`src/common/rate_pll_pkg.sv`:
```
// Purpose: Shared constants and carriers for the transmitter PLL index and rate divide block
// Assumes: One clock, synchronous user ports
// Notes: Divider codes are shared by the control input and the readout output
package rate_pll_pkg;
    localparam int IDX_W = 2;
    localparam logic [1:0] DIV_BY1 = 2'h0;
    localparam logic [1:0] DIV_BY2 = 2'h1;
    localparam logic [1:0] DIV_BY4 = 2'h2;
    localparam logic [1:0] DIV_RSVD = 2'h3;
    localparam logic [1:0] DIV_RESET = 2'h0;
    localparam int REFCLK_MIN = 1;
    localparam int REFCLK_MAX = 10;
    localparam int REFCLK_W = 4;
    localparam logic [IDX_W-1:0] PLL_IDX_SECOND = 2'h1;
    // Image word written toward a channel
    typedef struct packed {
        logic [IDX_W-1:0] pll_idx;
        logic [REFCLK_W-1:0] refclk_id;
        logic [7:0] tx_cfg;
        logic [7:0] rx_cfg;
    } image_word_s;
    typedef enum logic [1:0] {
        ST_IDLE = 2'b00,
        ST_CFG = 2'b01,
        ST_DONE = 2'b10
    } cfg_state_e;
endpackage

```
`src/design/pll_index_select.sv`:
```
// Purpose: Choose the transmitter PLL index written into a channel
// Assumes: Port presence is fixed by parameters at build time
// Notes: Pure selection, no storage
`timescale 1ns/1ps
module pll_index_select import rate_pll_pkg::*; #(
    parameter bit HAS_OVR_IDX = 1'b1,
    parameter bit HAS_OVR_EN = 1'b1
) (
    input wire logic [IDX_W-1:0] image_idx,
    input wire logic [IDX_W-1:0] ovr_idx,
    input wire logic ovr_en,
    output logic [IDX_W-1:0] chosen_idx,
    output logic ovr_used
);
    // Enable port absent with the index port present means the override index always applies
    wire use_ovr = HAS_OVR_IDX && (!HAS_OVR_EN || ovr_en);
    assign ovr_used = use_ovr;
    assign chosen_idx = use_ovr ? ovr_idx : image_idx;
endmodule

```
`src/design/tx_pll_index_and_rate_divide.sv`:
```
// Purpose: Transmitter PLL index override and per channel local divider control
// Assumes: User ports synchronous to mclk; one transaction at a time
// Notes: Divider state per channel held in flip-flops indexed by address
// Notes on behaviour
// - Override index used when both ports exist and enable is high.
// - Image index used when both ports exist and enable is low.
// - Index port alone always overrides; no ports means image index used.
// - Index override never touches receiver settings of the channel.
// - Image PLL index replaced by override while writing the channel.
// - At most ten reference clocks, identified 1 through 10.
// - Rate divide changes only the addressed transmitter divider to 1, 2, 4.
// - Rate divide only for non-bonded channels on local multiplier PLLs.
// - Two-bit rate control input selects the addressed channel divider.
// - Optional readout returns current divider of addressed channel.
// - Readout uses the same code as the control input.
// - Code 10 selects divide by four.
// - Code 01 means divide by two on both control and readout.
// - Rate transactions use port values only, no image read.
`timescale 1ns/1ps
module tx_pll_index_and_rate_divide import rate_pll_pkg::*; #(
    parameter int CHANNELS = 4,
    parameter int ADDR_W = 2,
    parameter bit HAS_OVR_IDX = 1'b1,
    parameter bit HAS_OVR_EN = 1'b1,
    parameter bit HAS_RATE_OUT = 1'b1
) (
    input wire logic mclk,
    input wire logic rst_n,
    input wire logic [ADDR_W-1:0] channel_addr,
    input wire logic image_write,
    input wire image_word_s image_in,
    input wire logic [IDX_W-1:0] pll_idx_ovr,
    input wire logic pll_idx_ovr_en,
    input wire logic rate_write,
    input wire logic rate_read,
    input wire logic [1:0] rate_ctrl,
    input wire logic [CHANNELS-1:0] chan_bonded,
    input wire logic [CHANNELS-1:0] chan_local_pll,
    output logic busy,
    output logic reconfig_done,
    output logic chan_write,
    output logic [ADDR_W-1:0] chan_addr_out,
    output image_word_s chan_word,
    output logic [1:0] rate_out,
    output logic rate_out_valid,
    output logic rate_refused,
    output logic image_refused,
    output logic [2*CHANNELS-1:0] tx_div_codes
);
    cfg_state_e state;
    cfg_state_e next_state;
    logic [1:0] div_code [CHANNELS];
    image_word_s word_q;
    logic [ADDR_W-1:0] addr_q;
    logic [IDX_W-1:0] chosen_idx;

    // Legal divider code and reference clock identifier range
    function automatic logic code_ok(input logic [1:0] c);
        return c != DIV_RSVD;
    endfunction
    function automatic logic refclk_ok(input logic [REFCLK_W-1:0] r);
        return r >= REFCLK_W'(REFCLK_MIN) && r <= REFCLK_W'(REFCLK_MAX);
    endfunction

    wire in_range = 32'(channel_addr) < CHANNELS;
    wire [ADDR_W-1:0] idx = channel_addr;
    // Bonded or foreign-PLL channels cannot be divided locally
    wire chan_ok = in_range && !chan_bonded[idx] && chan_local_pll[idx];
    wire idle = state == ST_IDLE;
    // Rate write is taken straight from the ports; no image fetch needed
    wire rate_take = idle && rate_write && chan_ok && code_ok(rate_ctrl);
    wire rate_bad = idle && rate_write && !rate_take;
    wire read_take = idle && rate_read && !rate_write && in_range && HAS_RATE_OUT;
    wire img_take = idle && image_write && !rate_write && !rate_read
        && refclk_ok(image_in.refclk_id);
    wire img_bad = idle && image_write && !rate_write && !rate_read && !img_take;

    pll_index_select #(
        .HAS_OVR_IDX(HAS_OVR_IDX),
        .HAS_OVR_EN(HAS_OVR_EN)
    ) u_sel (
        .image_idx(word_q.pll_idx),
        .ovr_idx(pll_idx_ovr),
        .ovr_en(pll_idx_ovr_en),
        .chosen_idx(chosen_idx),
        .ovr_used()
    );

    // Next state: image write takes one configuration cycle, then done
    always_comb begin
        next_state = state;
        case (state)
            ST_IDLE: begin
                if (img_take) begin
                    next_state = ST_CFG;
                end
            end
            ST_CFG: next_state = ST_DONE;
            ST_DONE: next_state = ST_IDLE;
            default: next_state = ST_IDLE;
        endcase
    end

    always_ff @(posedge mclk or negedge rst_n) begin
        if (!rst_n) begin
            state <= ST_IDLE;
        end else begin
            state <= next_state;
        end
    end

    // Latch the image; override index is sampled late, hence held by user
    always_ff @(posedge mclk or negedge rst_n) begin
        if (!rst_n) begin
            word_q <= '0;
            addr_q <= '0;
        end else if (img_take) begin
            word_q <= image_in;
            addr_q <= channel_addr;
        end
    end

    // Channel write: only the PLL index field is replaced; rx field passes untouched
    always_ff @(posedge mclk or negedge rst_n) begin
        if (!rst_n) begin
            chan_write <= 1'b0;
            chan_word <= '0;
            chan_addr_out <= '0;
        end else begin
            chan_write <= state == ST_CFG;
            if (state == ST_CFG) begin
                chan_word <= '{pll_idx: chosen_idx, refclk_id: word_q.refclk_id,
                               tx_cfg: word_q.tx_cfg, rx_cfg: word_q.rx_cfg};
                chan_addr_out <= addr_q;
            end
        end
    end

    // Per channel divider storage; only the addressed entry changes
    always_ff @(posedge mclk or negedge rst_n) begin
        if (!rst_n) begin
            for (int i = 0; i < CHANNELS; i++) begin
                div_code[i] <= DIV_RESET;
            end
        end else if (rate_take) begin
            div_code[idx] <= rate_ctrl;
        end
    end

    genvar g;
    generate
        for (g = 0; g < CHANNELS; g++) begin : g_div
            assign tx_div_codes[2*g +: 2] = div_code[g];
        end
    endgenerate

    // Readout and status pulses
    always_ff @(posedge mclk or negedge rst_n) begin
        if (!rst_n) begin
            rate_out <= DIV_BY1;
            rate_out_valid <= 1'b0;
            reconfig_done <= 1'b0;
            rate_refused <= 1'b0;
            image_refused <= 1'b0;
        end else begin
            rate_out_valid <= read_take;
            if (read_take) begin
                rate_out <= div_code[idx];
            end
            reconfig_done <= state == ST_CFG || rate_take;
            rate_refused <= rate_bad;
            image_refused <= img_bad;
        end
    end

    assign busy = !idle;
endmodule

```
`config.mk`:
```
export PLATFORM = sky130hd
export DESIGN_NAME = tx_pll_index_and_rate_divide
export DESIGN_NICKNAME = d
export VERILOG_FILES = /design/src/common/rate_pll_pkg.sv /design/src/design/pll_index_select.sv /design/src/design/tx_pll_index_and_rate_divide.sv
export SDC_FILE = /design/constraint.sdc
export NUM_CORES = 1
export LEC_CHECK = 0
export BUFFER_PORTS_ARGS = -buffer_cell sky130_fd_sc_hd__buf_2
export CAP_MARGIN = 20
export CORE_MARGIN = 2
export CORE_UTILIZATION = 46
export CTS_BUF_LIST = sky130_fd_sc_hd__clkbuf_16
export DETAILED_ROUTE_END_ITERATION = 10
export HOLD_SLACK_MARGIN = 0.1
export PLACE_DENSITY = 0.78
export SETUP_SLACK_MARGIN = 0.15
export SLEW_MARGIN = 40
export SYNTH_ARGS = -nofsm -noshare
export SYNTH_HDL_FRONTEND = slang
export SYNTH_SLANG_ARGS = --single-unit
```
`constraint.sdc`:
```
create_clock -name mclk -period 2.1 [get_ports mclk]
set_input_delay 0 -clock mclk [delete_from_list [all_inputs] [get_ports mclk]]
set_output_delay 0 -clock mclk [all_outputs]
set_load 0.005 [all_outputs]
```
==> qor.yml <==
run_status:
  status: "complete, no violations"
detailed_routing:
  ant_nets: 0
  routed.top_layer: "met4"
  drt_pass1_iterations: 4
  vias: 1963
  wl_per_cell_um: 13.7
  drtIter0Drc: 74
  route.met2.wl_um: 2790
  viasPerCell: 4.81
  wirelength_um: 5580
  wl_met3_um: 264
  met1Wirelength_um: 2360
  remaining_drc_errors: 0
final_layout:
  multi_input_area_um2: 896
  num-fill-cells: 464
  drive_gt1_share_pct: 39.9
  instances_no_fill: 408
  regArea_um2: 1630
  area_growth_pct: 45.1
  nNetsFinal: 374
  n_antenna_cell: 0
pwr:
  leakagePower_nw: 1.93
  power_density_nw_per_um2: 1080
  vdd_drop_max_mv: 0.663
  finalPower_mw: 4.02
clock_tree:
  cts_resized: 0
  htree_num_levels: 3
  cts-root-buf: "clkbuf_16"
  clock_path_buffers: 2
  clkSinkCount: 65
  insertion_delay_ns: 0.32
  cts_tree: "yes"
  cts_buffers: 9
  path_clk_slew_ns: 0.05
setup_path:
  cp-end-kind: "flop"
  reg2reg_depth: 4
  path_class: "reg -> reg"
  crit_arrival_ns: 2.05
  cp-start-kind: "flop"
  cp_max_fo: 25
  required_ns: 2.30
timing:
  worst_pin_slew_ns: 0.704
  rsz0062_at_grt: "no"
  finalMaxSlewViolations: 0
  fin_ws_ns: 0.257
  relSlewSlack_pct: 53.1
  period_share_pct: 87.8
  setup_violations: 0
  fin_setup_tns_ns: 0
  finalHoldViolCount: 0
  max_freq_ghz: 0.542
  period_needed_ns: 1.84
  finalClockSkew_ns: 0.00614
grt:
  grt_antenna_before_repair: 0
  track_usage_pct: 19.7
  grt_pass1_wl_um: 9230
  grt_max_degree: 36
  grt_pass1_vias: 1988
  overflow: 0
floorplan:
  die-area_um2: 6220
  floorplan.initialDensity_pct: 47.1
  ios: 82
  fp.dieW_um: 78.9
  fp-row-count: 27
  fp.dieH_um: 78.9
  core_area_um2: 5470
logic_synthesis:
  synth_top_area_share_pct: 63.1
  synth_area_leaders: "dfrtp_1 63%, mux2_2 15%, nand2_1 9.9%, mux4_2 1.7%, a2111oi_4 1.1%"
  synth_seq_cells: 65
  syn_inst: 208
  ys.warnings.count: 0
  post_synth_num_cell_types: 27
  syn_area_per_cell_um2: 12.4
  synth_fp_nets: 250
  yosysTopAreaCell: "dfrtp_1"
  synthesis.area_um2: 2580
  seq_area_frac_synth_pct: 63.1
place:
  placed_cells: 357
  routabilityCongestion: 0.780
  dp_hpwl_um: 3600
  dpl_worst_slack_ns: 0.257
  port-buffer-count: 81
job:
  maxCapViolations: 0
worst_hold_path:
  hold_path_class: "in -> reg"
  whs_path_depth: 4
## through the flow
| stage | hold WS (ns) | instance area (um^2) | utilization [%] |
|---|---|---|---|
| 6_report | 0.115 | 3740 | 68.4 |
| 5_1_grt | 0.150 | 3740 | 68.4 |
| 4_1_cts | 0.103 | 3740 | 68.4 |
| 3_5_place_dp | 0.0961 | 3080 | 56.3 |
| 3_3_place_gp | 0.0878 | 3080 | 56.3 |
| 2_1_floorplan | -0.296 | 2580 | - |
## area by class of cell
type                            count  area share (%)
Sequential cell                    65            43.5
Multi-Input combinational cell    132            23.9
Timing Repair Buffer              120            21.7
Clock buffer                        9            6.02
Tap cell                           72            2.41
Clock inverter                      6            2.01
Inverter                            4           0.401
## cells in the mapped netlist (all sizes together)
cell,count
nor4,1
or3,1
clkbuf,4
mux2,34
buf,3
o211ai,1
nand2,68
mux4,2
nor3b,2
and3b,2
a21o,1
a2111oi,1
and4,1
nand4,2
a21oi,1
mux2i,2
or2b,1
nor3,2
nor2,2
dfrtp,65
inv,4
a21boi,1
nand2b,1
o2111ai,1
nand3,3
o21ai,2
## registers in the layout, summed over array words and instances (netlist names)
register / cells
chan_addr_out: 2
tx_div_codes: 8
addr_q: 2
word_q: 22
chan_write: 1
chan_word: 22
state: 2
image_refused: 1
rate_out_valid: 1
rate_refused: 1
reconfig_done: 1
rate_out: 2
## kinds of logic (layout without fill, tap and decap cells)
kind of cell           after synthesis  in the layout  synth area share [%]
AND/OR/NAND/NOR                     86             86                  14.5
AO/OA/AOI/OAI                        8              8                  2.91
flip-flops                          65             65                  63.1
multiplexers                        38             38                  17.4
buffers and inverters               11            139                  2.18
## placed cells by master, fill, tap and decap left out, types with 2 or more instances in the layout
| cell | count |
|---|---|
| buf_2 | 81 |
| nand2_1 | 68 |
| dfrtp_1 | 65 |
| dlygate4sd3_1 | 36 |
| mux2_2 | 34 |
| clkbuf_16 | 9 |
| inv_1 | 5 |
| nand3_1 | 3 |
| clkinv_1 | 3 |
| nor2_1 | 2 |
| nor3_1 | 2 |
| and3b_1 | 2 |
| nor3b_1 | 2 |
| mux2i_1 | 2 |
| o21ai_0 | 2 |
| nand4_1 | 2 |
| mux4_2 | 2 |
| bufinv_16 | 2 |
| buf_12 | 2 |
## critical path: stages, from the launching register on
cell and delay (ns):
dfrtp_1 0.39, or3_4 0.42, a2111oi_4 0.33, buf_12 0.23, mux2_2 0.35
## where the power goes
part	total [mW]	internal, mW	switching (mW)
clock network	1.50	1.01	0.488
registers	1.77	1.59	0.180
logic	0.752	0.439	0.313
## final timing paths
path	from	to	slack, ns
worst min register to register	chan_word[16]$_DFFE_PN0P_	chan_word[16]$_DFFE_PN0P_	0.47
min in group asynchronous	rst_n	rate_out[0]$_DFFE_PN0P_	0.27
worst max-delay path	state[0]$_DFFE_PN0P_	word_q[20]$_DFFE_PN0P_	0.26
max in group asynchronous	rst_n	chan_word[3]$_DFFE_PN0P_	1.22
worst max register to register	state[0]$_DFFE_PN0P_	word_q[20]$_DFFE_PN0P_	0.26
worst min-delay path	chan_bonded[2]	tx_div_codes[5]$_DFFE_PN0P_	0.11
## metal layers
metal	up-vias	GRT usage, %
met4	0	10.9
met3	18	3.86
met1	929	23.3
met5	-	0
met2	69	33.8
li1	947	-
## repair_timing
item,CTS,global route
setup endpoints to repair,0,0
hold buffers,36,0
hold endpoints to repair,68,0
buffers inserted,0,0
(Power assumes the default switching activity.)
